`config.mk`:
```
export PLATFORM = sky130hd
export DESIGN_NAME = dfs_top
export DESIGN_NICKNAME = d
export VERILOG_FILES = /design/src/inc/dfs_pkg.sv /design/src/hw/dfs_flop_core.sv /design/src/hw/dfs_top.sv
export VERILOG_INCLUDE_DIRS = /design/src /design/src/inc
export SDC_FILE = /design/constraint.sdc
export NUM_CORES = 1
export LEC_CHECK = 0
export BUFFER_PORTS_ARGS = -buffer_cell sky130_fd_sc_hd__buf_2
export CAP_MARGIN = 10
export CORE_AREA = 2 2 88 73
export DETAILED_ROUTE_END_ITERATION = 8
export DIE_AREA = 0 0 90 75
export GPL_ROUTABILITY_DRIVEN = 1
export PLACE_DENSITY = 0.71
export SYNTH_ARGS = -nofsm -noshare
export SYNTH_HDL_FRONTEND = slang
export SYNTH_SLANG_ARGS = --single-unit
```
`constraint.sdc`:
```
create_clock -name pclk -period 2.5 [get_ports pclk]
set_input_delay 0 -clock pclk [delete_from_list [all_inputs] [get_ports pclk]]
set_output_delay 0 -clock pclk [all_outputs]
set_load 0.005 [all_outputs]
```
`src/inc/dfs_defs.svh`:
```
// register offsets, field positions and widths for the flop family block
`ifndef DFS_DEFS_SVH
`define DFS_DEFS_SVH

`define DFS_ADDR_W 12
`define DFS_DATA_W 32
`define DFS_EDGE_W 16

`define DFS_CTRL_OFF 12'h000
`define DFS_STAT_OFF 12'h004
`define DFS_EDGE_OFF 12'h008

`define DFS_CTRL_VAR_LSB 0
`define DFS_CTRL_CLOCKED 2
`define DFS_CTRL_INIT_OVR 3
`define DFS_CTRL_INIT_VAL 4
`define DFS_CTRL_LOAD 8

`define DFS_STAT_Q 0
`define DFS_STAT_D 1
`define DFS_STAT_CLK 2
`define DFS_STAT_EN 3
`define DFS_STAT_CLR 4
`define DFS_STAT_SET 5

`endif

```
`src/inc/dfs_pkg.sv`:
```
// types and helper functions shared by the flop family block
`include "dfs_defs.svh"

package dfs_pkg;

    typedef enum logic [1:0] {
        NEG_EN_SET,
        NEG_CLEAR,
        NEG_SET,
        POS_CLEAR
    } dfs_variant_e;

    typedef struct packed {
        dfs_variant_e variant;
        logic clocked;
        logic init_ovr;
        logic init_val;
    } dfs_cfg_t;

    typedef struct packed {
        logic clk;
        logic d;
        logic en;
        logic clear_low;
        logic set_low;
    } dfs_pins_t;

    typedef enum logic [1:0] {
        SEL_CTRL,
        SEL_STAT,
        SEL_EDGE,
        SEL_NONE
    } dfs_sel_e;

    function automatic logic dfs_forced_val(input dfs_variant_e v);
        return (v == NEG_EN_SET) || (v == NEG_SET);
    endfunction : dfs_forced_val

    function automatic logic dfs_has_enable(input dfs_variant_e v);
        return v == NEG_EN_SET;
    endfunction : dfs_has_enable

    function automatic logic dfs_force_act(input dfs_variant_e v, input dfs_pins_t p);
        return dfs_forced_val(v) ? !p.set_low : !p.clear_low;
    endfunction : dfs_force_act

endpackage : dfs_pkg
```
`src/hw/dfs_flop_core.sv`:
```
// the one-bit storage element with force, enable and power-up load
`timescale 1ns/1ps
`default_nettype none

module dfs_flop_core
    import dfs_pkg::*;
#(
    parameter logic RESET_Q = 1'b0
) (
    input wire logic pclk,
    input wire logic presetn,
    input wire dfs_cfg_t cfg,
    input wire dfs_pins_t pins,
    input wire logic active_edge,
    input wire logic load,
    output logic q
);

    typedef struct packed {
        logic q;
    } dfs_core_st_t;

    dfs_core_st_t st;
    dfs_core_st_t next_st;
    logic frc;
    logic fv;
    logic iv;

    always_comb begin
        next_st = st;
        frc = dfs_force_act(cfg.variant, pins);
        fv = dfs_forced_val(cfg.variant);
        iv = cfg.init_ovr ? cfg.init_val : fv;
        if (load) begin
            // any init value, opposite to force too, is just a load
            next_st.q = iv;
        end else if (frc && (!cfg.clocked || active_edge)) begin
            // force beats clock, data and enable
            next_st.q = fv;
        end else if (active_edge && !frc && (pins.en || !dfs_has_enable(cfg.variant))) begin
            next_st.q = pins.d;
        end
        // otherwise hold
    end

    always_ff @(posedge pclk or negedge presetn) begin
        if (!presetn) begin
            st <= '{q: RESET_Q};
        end else begin
            st <= next_st;
        end
    end

    assign q = st.q;

endmodule : dfs_flop_core

`default_nettype wire

```
`src/hw/dfs_top.sv`:
```
// flop family top: pin synchronisers, edge detect, apb registers, checks
`timescale 1ns/1ps
`default_nettype none

module dfs_top
    import dfs_pkg::*;
#(
    parameter dfs_variant_e VARIANT = NEG_EN_SET,
    parameter logic CLOCKED = 1'b0,
    parameter logic INIT_OVR = 1'b0,
    parameter logic INIT_VAL = 1'b0
) (
    input wire logic pclk,
    input wire logic presetn,
    input wire logic psel,
    input wire logic penable,
    input wire logic pwrite,
    input wire logic [`DFS_ADDR_W-1:0] paddr,
    input wire logic [`DFS_DATA_W-1:0] pwdata,
    input wire logic [3:0] pstrb,
    output logic pready,
    output logic [`DFS_DATA_W-1:0] prdata,
    output logic pslverr,
    input wire logic flop_clk,
    input wire logic flop_d,
    input wire logic flop_en,
    input wire logic clear_low,
    input wire logic set_low,
    output logic flop_q
);

    localparam dfs_cfg_t RST_CFG = '{
        variant: VARIANT,
        clocked: CLOCKED,
        init_ovr: INIT_OVR,
        init_val: INIT_VAL
    };

    // force inputs idle high so reset never looks like a force
    localparam dfs_pins_t PINS_IDLE = '{
        clk: 1'b0,
        d: 1'b0,
        en: 1'b0,
        clear_low: 1'b1,
        set_low: 1'b1
    };

    localparam logic RESET_Q = INIT_OVR ? INIT_VAL : dfs_forced_val(VARIANT);

    typedef struct packed {
        dfs_cfg_t cfg;
        dfs_pins_t s1;
        dfs_pins_t s2;
        logic clk_prev;
        logic load;
        logic rdy;
        logic err;
        logic [`DFS_DATA_W-1:0] rdata;
        logic [`DFS_EDGE_W-1:0] edges;
        logic seen;
    } dfs_top_st_t;

    localparam dfs_top_st_t RST_ST = '{
        cfg: RST_CFG,
        s1: PINS_IDLE,
        s2: PINS_IDLE,
        clk_prev: 1'b0,
        load: 1'b0,
        rdy: 1'b0,
        err: 1'b0,
        rdata: '0,
        edges: '0,
        seen: 1'b0
    };

    dfs_top_st_t st;
    dfs_top_st_t next_st;
    dfs_pins_t pins_raw;
    logic rise;
    logic fall;
    logic act;
    logic frc;
    logic fv;
    logic iv;
    logic acc;

    function automatic dfs_sel_e dfs_decode(input logic [`DFS_ADDR_W-1:0] a);
        case (a)
            `DFS_CTRL_OFF: return SEL_CTRL;
            `DFS_STAT_OFF: return SEL_STAT;
            `DFS_EDGE_OFF: return SEL_EDGE;
            default: return SEL_NONE;
        endcase
    endfunction : dfs_decode

    function automatic logic [`DFS_DATA_W-1:0] dfs_read(
        input dfs_sel_e sel,
        input dfs_top_st_t s,
        input logic q
    );
        logic [`DFS_DATA_W-1:0] r;
        r = '0;
        case (sel)
            SEL_CTRL: begin
                r[`DFS_CTRL_VAR_LSB +: 2] = s.cfg.variant;
                r[`DFS_CTRL_CLOCKED] = s.cfg.clocked;
                r[`DFS_CTRL_INIT_OVR] = s.cfg.init_ovr;
                r[`DFS_CTRL_INIT_VAL] = s.cfg.init_val;
            end
            SEL_STAT: begin
                r[`DFS_STAT_Q] = q;
                r[`DFS_STAT_D] = s.s2.d;
                r[`DFS_STAT_CLK] = s.s2.clk;
                r[`DFS_STAT_EN] = s.s2.en;
                r[`DFS_STAT_CLR] = s.s2.clear_low;
                r[`DFS_STAT_SET] = s.s2.set_low;
            end
            SEL_EDGE: begin
                r[`DFS_EDGE_W-1:0] = s.edges;
            end
            default: begin
                r = '0;
            end
        endcase
        return r;
    endfunction : dfs_read

    assign pins_raw = '{
        clk: flop_clk,
        d: flop_d,
        en: flop_en,
        clear_low: clear_low,
        set_low: set_low
    };

    // edges are seen on the synchronised copy only; the user clock must
    // stay well below pclk/4 so that no edge is lost
    assign rise = st.s2.clk && !st.clk_prev;
    assign fall = !st.s2.clk && st.clk_prev;
    assign act = (st.cfg.variant == POS_CLEAR) ? rise : fall;
    assign frc = dfs_force_act(st.cfg.variant, st.s2);
    assign fv = dfs_forced_val(st.cfg.variant);
    assign iv = st.cfg.init_ovr ? st.cfg.init_val : fv;
    assign acc = psel && penable;

    always_comb begin
        next_st = st;
        next_st.s1 = pins_raw;
        next_st.s2 = st.s1;
        next_st.clk_prev = st.s2.clk;
        next_st.load = 1'b0;
        next_st.rdy = 1'b0;
        next_st.err = 1'b0;
        next_st.seen = 1'b1;
        if (act) begin
            next_st.edges = st.edges + 1'b1;
        end
        // one wait state: read data is caught at the same edge that raises pready
        if (acc && !st.rdy) begin
            next_st.rdy = 1'b1;
            next_st.err = dfs_decode(paddr) == SEL_NONE;
            next_st.rdata = pwrite ? '0 : dfs_read(dfs_decode(paddr), st, flop_q);
        end
        // writes land only at the edge that samples pready high
        if (acc && st.rdy && pwrite && dfs_decode(paddr) == SEL_CTRL) begin
            if (pstrb[0]) begin
                next_st.cfg.variant = dfs_variant_e'(pwdata[`DFS_CTRL_VAR_LSB +: 2]);
                next_st.cfg.clocked = pwdata[`DFS_CTRL_CLOCKED];
                next_st.cfg.init_ovr = pwdata[`DFS_CTRL_INIT_OVR];
                next_st.cfg.init_val = pwdata[`DFS_CTRL_INIT_VAL];
            end
            if (pstrb[1]) begin
                next_st.load = pwdata[`DFS_CTRL_LOAD];
            end
        end
    end

    always_ff @(posedge pclk or negedge presetn) begin
        if (!presetn) begin
            st <= RST_ST;
        end else begin
            st <= next_st;
        end
    end

    dfs_flop_core #(
        .RESET_Q(RESET_Q)
    ) u_core (
        .pclk(pclk),
        .presetn(presetn),
        .cfg(st.cfg),
        .pins(st.s2),
        .active_edge(act),
        .load(st.load),
        .q(flop_q)
    );

    assign pready = st.rdy;
    assign prdata = st.rdata;
    assign pslverr = st.err;
endmodule : dfs_top

`default_nettype wire

```
# Word-level counts from Yosys, hierarchy flattened
# Index checks and enable logic that the tools add are counted.
[totals]
ff_bits = 68
latch_bits = 0
mem_bits_rw = 0
mem_bits_ro = 0
inputBits = 58
output_inout_bits = 35
memories = 0
[classes]
n_addsub = 1
multipliers = 0
n_div = 0
n_lt_le_gt_ge = 0
n_eq_ne = 7
shifts = 0
mux = 15
n_bitwise = 0
reduce_logical = 27
[op_table]
columns = ["op", "count"]
rows = [
  ["2-to-1 mux 34 bit", 1],
  ["adder 16 x 1 -> 16 bit, second input constant", 1],
  ["2-to-1 mux 16 bit", 1],
  ["one-hot mux 5 bit (3 select lines)", 1],
  ["equality test 12 x 3 -> 1 bit, second input constant", 1],
  ["equality test 12 x 4 -> 1 bit, second input constant", 1],
  ["logical NOT 12 bit", 1],
  ["logical AND 1 bit", 10],
  ["2-to-1 mux 10 bit", 1],
  ["equality test 2 bit, second input constant", 4],
  ["logical NOT 1 bit", 8],
  ["2-to-1 mux 1 bit", 8],
  ["logical NOT 2 bit", 3],
  ["one-hot mux 2 bit (3 select lines)", 1],
  ["logical OR 1 bit", 3],
  ["nonzero test 3 bit", 1],
  ["equality test 2 x 1 -> 1 bit, second input constant", 1],
  ["2-to-1 mux 2 bit", 1],
  ["one-hot mux 1 bit (2 select lines)", 1],
  ["AND reduction 2 bit", 1],
]

# Depth between registers and ports, before layout
# Gate-level depths: netlist of the first run.
[depth]
ltp_word = 9
ltp_mapped = 10
ltp_nobuf = 9

# Cells and area by module
# From an unflattened synthesis of the first run, not the netlist that was laid out.
[unflattened]
cells_unflattened = 237
area_unflattened_um2 = 2539.9
[by_module_without_submodules]
columns = ["module", "n_inst", "cells_each", "area_per_inst_um2", "seq_area_each_um2"]
rows = [
  ["dfs_top", 1, 222, 2431.1, 1281.2],
  ["dfs_flop_core", 1, 15, 108.9, 26.3],
]

# Worst setup path after synthesis of the first run
# Ideal clock, no wire load.
[synth_path]
path_kind = "input -> register"
from = "input port paddr[9]"
to = "register st[63] (netlist name)"
arrival_ns = 1.924
required_time_ns = 2.375
slack_ns = 0.451
stages = 10
path_buffers = 1
path_cell_list = "nor4_4 and3_4 and2_2 inv_1 ha_1 a41oi_1 a21oi_2 or3b_1 buf_6 mux2_4"
[synth_between]
elab_chain_cells = 5
word_cells_on_any_way = 7
cone_classes = "eq/ne (2); mux (1); reduce/logical (4)"
[synth_rtl]
columns = ["item", "line_no", "source"]
rows = [
  ["from (decl)", "dfs_top.sv:18", "input wire logic [`DFS_ADDR_W-1:0] paddr,"],
  ["equality test 12 x 4 -> 1 bit (tied with other cells)", "dfs_top.sv:88", "case (a)"],
  ["one-hot mux 2 bit (3 select lines) *", "dfs_top.sv:88", ""],
  ["logical NOT 2 bit *", "dfs_top.sv:165", "if (acc && st.rdy && pwrite && dfs_decode(paddr) == SEL_CTRL) begin"],
  ["logical AND 1 bit *", "dfs_top.sv:165", ""],
  ["AND reduction 2 bit (no source line) *", "-", ""],
  ["to (signal assigned)", "dfs_top.sv:182", "st <= next_st;"],
  ["to (decl)", "dfs_top.sv:76", "dfs_top_st_t st;"],
]
# Every way passes the cells marked *; elsewhere a longest branch is shown, timed or not.
# A chain may end at the register's enable or synchronous reset.

# Worst setup path after layout of the first run
[layout_path]
from = "input port paddr[5]"
to = "register st[67] (netlist name)"
# Same word-level chain as after synthesis.

==> results of run 1 <==
## Yosys cell counts, types with 2 or more instances
| master | n | area, um^2 |
|---|---|---|
| nand2_1 | 40 | 150 |
| dfstp_2 | 5 | 131 |
| o211ai_1 | 2 | 15.0 |
| and2_1 | 2 | 12.5 |
| nand4_1 | 5 | 31.3 |
| buf_4 | 33 | 248 |
| and4_1 | 2 | 17.5 |
| nor4_4 | 2 | 42.5 |
| inv_1 | 4 | 15.0 |
| mux2_4 | 5 | 75.1 |
| nor2b_1 | 3 | 18.8 |
| clkbuf_1 | 4 | 15.0 |
| xnor2_1 | 14 | 123 |
| and3_1 | 2 | 12.5 |
| ha_1 | 4 | 50.1 |
| o21ai_0 | 8 | 40.0 |
| a222oi_1 | 5 | 50.1 |
| nor2_1 | 7 | 26.3 |
| nand3_1 | 16 | 80.1 |
| dfrtp_1 | 47 | 1180 |
## layout by cell type (no fill, tap or decap), types with 4 or more instances in the layout
cell,Yosys,layout
nor2_1,7,7
mux2_4,5,5
nand4_1,5,5
ha_1,4,4
dlygate4sd3_1,0,14
nand2_1,40,40
xnor2_1,14,14
nand3_1,16,16
inv_1,4,4
a222oi_1,5,5
dfstp_2,5,5
clkbuf_8,0,5
conb_1,1,16
buf_2,0,48
o21ai_0,8,8
dfrtp_1,47,47
## report_power, final
part / internal (mW) / total, mW / leakage (nW) / switching, mW
registers: 0.900 / 0.966 / 0.682 / 0.0657
clock network: 0.199 / 0.475 / 0.0445 / 0.276
logic: 0.0923 / 0.172 / 0.680 / 0.0796
## kinds of logic (layout without fill, tap and decap cells)
family / count (synthesis) / in the layout / synth area share
AOI/OAI and AO/OA: 24 / 24 / 0.0694
xor gates and xnor gates: 15 / 15 / 0.0521
buffers and inverters: 42 / 75 / 0.115
adders and majority gates: 4 / 4 / 0.0198
other: 1 / 16 / 0.00149
and+or+nand+nor: 88 / 88 / 0.186
DFF: 52 / 52 / 0.518
muxes: 7 / 7 / 0.0382
## per-layer routing
metal	vias to the layer above	global-route usage	part of all wire
met2	61	0.231	0.46
met5	-	0	0
met1	814	0.185	0.47
met3	4	0.0340	0.066
li1	848	-	-
met4	0	0.0462	0.0081
## state kept, by name, indices dropped and copies added, names as in the netlist
name      count
next_st       6
st           27
pslverr       1
pready        1
u_core.q      1
prdata       16
## final cells by class
class                   instances  area, um^2  share of cell area
repair buffers                 63         388               0.134
inverters                       4        15.0             0.00521
flip-flops and latches         52        1310               0.453
clock inverters                 3        21.3             0.00738
well taps                      81         101              0.0351
clock buffers                   5        68.8              0.0239
multi-input cells             154         982               0.341
## worst max-delay path, stage by stage
cell,delay (ps)
buf_2,110
nor4_4,280
and3_4,250
and2_2,160
inv_1,60
ha_1,220
a41oi_1,200
a21oi_2,60
or3b_1,540
mux2_4,350
## final timing paths
check | from | end
setup / recovery | paddr[5] | st[67]
hold / removal | psel | st[51]
setup reg to reg | st[66] | st[12]
hold reg to reg | next_st[56] | st[56]
max in group asynchronous | presetn | st[67]
min in group asynchronous | presetn | prdata[15]
==> flow_summary.yaml, run 1 <==
clocking:
  clkSinkCount: 52
  clockRootBuffer: "clkbuf_8"
  cts_tree: "done"
  ctsHoldBuffers: 14
  clk_pin_slew_ps: 90
  cts_resized: 0
  cts_setup_buffers: 0
  htree_levels: 2
  cts_buffers: 5
  clock_latency_ps: 310
  clock_path_buffers: 2
finish:
  n_antenna_cell: 0
  fin_cells: 362
  final_area_mm2: 0.00288
  drive_gt1_frac: 0.267
  syn2layout_area_growth_pct: 14.3
  nets: 342
  fill_cells: 544
  fin_util: 0.496
sta:
  finalSetupTns_ps: 0
  fmax_mhz: 486
  rsz0062_at_grt: "no"
  setup_viol: 0
  finalWorstSetupSlack_ps: 442
  worstMarginPinSlew_ps: 1100
  hold_ws_ps: 18.6
  slew_headroom: 0.264
  hold_viol_final: 0
  final.period_utilization: 0.823
  fin_skew_ps: 10.5
  drv_slew: 0
  min_period_ps: 2060
route:
  drtIter0Drc: 114
  drc: 0
  dr_total_vias: 1727
  ant_nets: 0
  wl_per_cell_um: 12.2
  wirelength_mm: 4.42
  firstDrtPassIters: 4
  viasPerCell: 4.77
global_route:
  grtUsageTotal: 0.139
  grt_pass1_wl_mm: 7.39
  grt_pass1_vias: 1612
  antenna_found_initial: 0
  grt_max_degree: 53
  grt_overflow: 0
critical_path:
  critPathLaunchType: "input pin"
  required_ps: 2690
  rr_worst_depth: 5
  end_kind: "flip-flop"
  worstPathMaxFanout: 5
  ff2ff_setup_slack_ps: 770
  path_class: "in2reg"
  arrival_ps: 2250
die:
  row_count: 25
  chipHeight_um: 75
  die_w_um: 90
  floorplan.initialDensity: 0.434
  core_mm2: 0.00582
  ioPinCount: 93
  dieArea_mm2: 0.00675
placed_design:
  place_inst: 340
  post-place-ws_ps: 116
  port-buffer-count: 48
  place_area_mm2: 0.00265
  gp_congestion: 0.787
  hpwl_mm: 3.26
synthesis:
  ys_ff_latch: 52
  synth_edf_count: 0
  syn_avg_cell_area_um2: 10.8
  synth_cell_type_count: 43
  async_flop_share: 1.00
  synthCells: 233
  ys.warnings.count: 0
  synthFlopType: "dfrtp_1"
  ys_seq_area_frac: 0.518
  syn_area_mm2: 0.00252
run_status:
  outcome: "finished, final reports clean"
run:
  cap_violations: 0
power:
  ir_drop_mv: 0.291
  power.leakage_nw: 1.41
  power_mw: 1.61
  pwr_density_cell_mw_per_mm2: 559
hold_path:
  hold_path_class: "in2reg"
  whs_path_depth: 3
No activity file was read; power rests on OpenSTA's default activity.
==> inputs of run 2 (changes only) <==
Clock period 2.5 ns to 1.9 ns, I/O delays scaled along.
==> flow_summary.yaml, run 2 (synthesis gave the netlist of run 1 again) <==
route:
  drc: 0
  drtIter0Drc: 88
  ant_nets: 0
  wirelength_mm: 4.42
  firstDrtPassIters: 5
  viasPerCell: 4.66
  dr_total_vias: 1738
  wl_per_cell_um: 11.8
clocking:
  clockRootBuffer: "clkbuf_8"
  cts_tree: "done"
  clock_path_buffers: 2
  cts_setup_buffers: 0
  clk_pin_slew_ps: 90
  htree_levels: 2
  clock_latency_ps: 310
  cts_buffers: 5
  clkSinkCount: 52
global_route:
  grt_pass1_wl_mm: 7.18
  antenna_found_initial: 0
  grt_max_degree: 53
  grtUsageTotal: 0.136
  grt_overflow: 0
  grt_pass1_vias: 1563
sta:
  rsz0062_at_grt: "no"
  drv_slew: 0
  fmax_mhz: 573
  hold_viol_final: 0
  worstMarginPinSlew_ps: 619
  min_period_ps: 1750
  finalSetupTns_ps: 0
  final.period_utilization: 0.919
  setup_viol: 0
  hold_ws_ps: 54.5
  fin_skew_ps: 12.2
  finalWorstSetupSlack_ps: 154
  slew_headroom: 0.583
finish:
  final_area_mm2: 0.00300
  fin_util: 0.515
  drive_gt1_frac: 0.312
  syn2layout_area_growth_pct: 18.9
  fill_cells: 538
  regMostFlops: "st"
  nets: 353
  n_antenna_cell: 0
  final_cell_mix: "buf_2, dfrtp_1, nand2_1"
  fin_cells: 373
  final_common_cell: "buf_2"
  largest_reg_flops: 27
die:
  floorplan.initialDensity: 0.434
  core_mm2: 0.00582
  dieArea_mm2: 0.00675
  ioPinCount: 93
  die_w_um: 90
  chipHeight_um: 75
  row_count: 25
power:
  ir_drop_mv: 0.336
  power.leakage_nw: 1.47
  pwr_density_cell_mw_per_mm2: 720
  power_mw: 2.16
critical_path:
  worstPathMaxFanout: 5
  ff2ff_setup_slack_ps: 240
  arrival_ps: 1940
  path_class: "in2reg"
  end_kind: "flip-flop"
  critPathLaunchType: "input pin"
  required_ps: 2090
placed_design:
  hpwl_mm: 3.27
  place_area_mm2: 0.00276
  gp_congestion: 0.793
  port-buffer-count: 48
  post-place-ws_ps: -273
  place_inst: 351
run:
  cap_violations: 0
run_status:
  outcome: "finished, final reports clean"
hold_path:
  hold_path_class: "in2reg"
run 2: critical path, stage by stage:
cell and delay [ps]:
buf_2 110, nor4_4 280, and3_4 240, and2_4 150, inv_2 50, ha_4 150
a41oi_2 160, a21oi_2 60, or3b_4 440, mux2_4 310
run 2: worst paths after layout:
| kind | startpoint | end | cells past startpoint |
|---|---|---|---|
| max | paddr[5] | st[64] | 10 |
| min | psel | st[51] | 3 |
| max reg2reg | next_st[52] | st[9] | 5 |
| min reg2reg | next_st[56] | st[56] | 0 |
| max in group asynchronous | presetn | st[2] | 3 |
| min in group asynchronous | presetn | prdata[14] | 3 |
run 2: layer usage:
layer	GRT usage	up-vias	wire, um
met4	0.0444	0	46
met3	0.0360	6	209
met5	0	-	0
met1	0.179	811	2200
met2	0.223	51	1960
li1	-	870	-
run 2: layout make-up:
cell class,instances,area (um^2),area share
well taps,81,101,0.0338
clock buffers,5,68.8,0.0229
flip-flops and latches,52,1310,0.436
repair buffers,74,470,0.157
inverters,4,15.0,0.00501
multi-input cells,154,1010,0.336
clock inverters,3,27.5,0.00918
run 2: timing repair:
action                     CTS  global route
gates resized for setup      0             2
hold endpoints to repair    59             0
hold buffers                14             0
setup endpoints to repair    0            15
run 2: report_power, final:
group	internal (mW)	switching, mW
sequential	1.18	0.0923
clock	0.271	0.380
combinational	0.125	0.106
total	1.58	0.578
==> inputs of run 3 (changes only) <==
Settings changed: REMOVE_ABC_BUFFERS set to 1.
==> flow_summary.yaml, run 3 (synthesis gave the netlist of run 1 again) <==
run_status:
  outcome: "finished, final reports clean"
finish:
  largest_reg_flops: 27
  nets: 353
  syn2layout_area_growth_pct: 19.2
  final_common_cell: "dfrtp_1"
  n_antenna_cell: 0
  final_cell_mix: "dfrtp_1, buf_2, nand2_1"
  drive_gt1_frac: 0.312
  fill_cells: 519
  regMostFlops: "st"
  final_area_mm2: 0.00301
die:
  ioPinCount: 93
  die_w_um: 90
  row_count: 25
  floorplan.initialDensity: 0.434
  chipHeight_um: 75
  dieArea_mm2: 0.00675
  core_mm2: 0.00582
global_route:
  use_met1: 0.205
  grt-busiest-layer: "met2"
  grt_pass1_wl_mm: 8.01
  use_met2: 0.241
  grt_pass1_vias: 1644
  grt_max_degree: 24
  grt_overflow: 0
  antenna_found_initial: 0
  use_met3: 0.0330
  grtUsageTotal: 0.148
sta:
  worstMarginPinSlew_ps: 634
  finalSetupTns_ps: 0
  setup_viol: 0
  hold_viol_final: 0
  fin_skew_ps: 14.8
  fmax_mhz: 548
  min_period_ps: 1820
  drv_slew: 0
  final.period_utilization: 0.960
  slew_headroom: 0.573
critical_path:
  critPathLaunchType: "input pin"
  worstPathMaxFanout: 5
  worstReg2RegStart: "next_st[52]"
  critPathMaxStageDelay_ps: 470
  cp_num_buf_inv: 2
  path_cells: "buf_2 -> nor4_4 -> and3_4 -> and2_4 -> inv_4 -> ha_4 -> a41oi_2 -> a21oi_2 -> or3b_4 -> mux2_4"
  required_ps: 2090
  end_kind: "flip-flop"
  path_class: "in2reg"
  cpMaxStageDelayCell: "or3b_4"
  crit_start: "paddr[5]"
  arrival_ps: 2010
  cpLargestDelayFamily: "simple AND/OR/NAND/NOR gates"
clocking:
  clock_latency_ps: 300
  clkSinkCount: 52
  htree_levels: 2
  clock_path_buffers: 2
  clk_pin_slew_ps: 100
  clockRootBuffer: "clkbuf_8"
  cts_tree: "done"
  cts_buffers: 5
route:
  drtIter0Drc: 152
  wl_per_cell_um: 13.1
  viasPerCell: 4.74
  firstDrtPassIters: 7
  drc: 0
  dr_total_vias: 1768
  ant_nets: 0
  wirelength_mm: 4.88
power:
  pwr_density_cell_mw_per_mm2: 713
  power.leakage_nw: 1.47
  ir_drop_mv: 0.398
placed_design:
  place_area_mm2: 0.00273
  hpwl_mm: 3.57
  port-buffer-count: 48
  gp_congestion: 0.832
run:
  cap_violations: 0
hold_path:
  min_from: "psel"
  hold_path_class: "in2reg"
[run 3: cell type report]
type                    instances  area, um^2  share of cell area
clock inverters                 3        21.3             0.00707
multi-input cells             154        1010               0.335
inverters                       4        17.5             0.00582
well taps                      81         101              0.0337
repair buffers                 74         483               0.161
flip-flops and latches         52        1310               0.435
clock buffers                   5        68.8              0.0229
[run 3: path summary, 6_finish.rpt]
kind	endpoint	slack, ps	depth (start not counted)
worst min register to register	next_st[52]	350	0
max in group asynchronous	u_core.q	1030	3
min in group asynchronous	prdata[9]	190	2
worst max register to register	st[9]	250	5
worst min-delay path	st[51]	30	3
worst max-delay path	st[67]	80	10
[run 3: timing repair]
action,CTS,global route
setup endpoints to repair,5,6
hold buffers,14,0
cloned,0,0
endpoints found under the hold margin,31,0
buffers inserted,0,1
gates resized for setup,1,10
pin swaps,2,4
[run 3: power by group]
| group | total [mW] | switching (mW) | internal, mW |
|---|---|---|---|
| sequential | 1.28 | 0.0937 | 1.18 |
| combinational | 0.237 | 0.110 | 0.127 |
| clock | 0.630 | 0.368 | 0.262 |
| total | 2.14 | 0.571 | 1.57 |
[run 3: per-stage QoR]
step	hold slack, ps	std cells	total power, mW	utilization	setup WS (ps)
final	27.8	373	2.14	0.517	75.2
after global routing	48.9	373	2.25	0.517	-7.28
after CTS	26.7	372	2.16	0.509	0.333
after detailed placement	4.24	350	1.51	0.469	-457
after global placement	1.99	350	1.50	0.469	-363
after floorplan	-296	210	1.40	-	-172
[run 3: per-layer routing]
| metal | part of all wire | routed length, um |
|---|---|---|
| met2 | 0.45 | 2220 |
| met3 | 0.058 | 282 |
| met5 | 0 | 0 |
| met1 | 0.48 | 2340 |
| met4 | 0.0084 | 41 |
[run 3: tightest hold or removal path: cells and delay by family]
kind          cells  cell delay, ps
buf+inv           1             100
simple gates      2             200
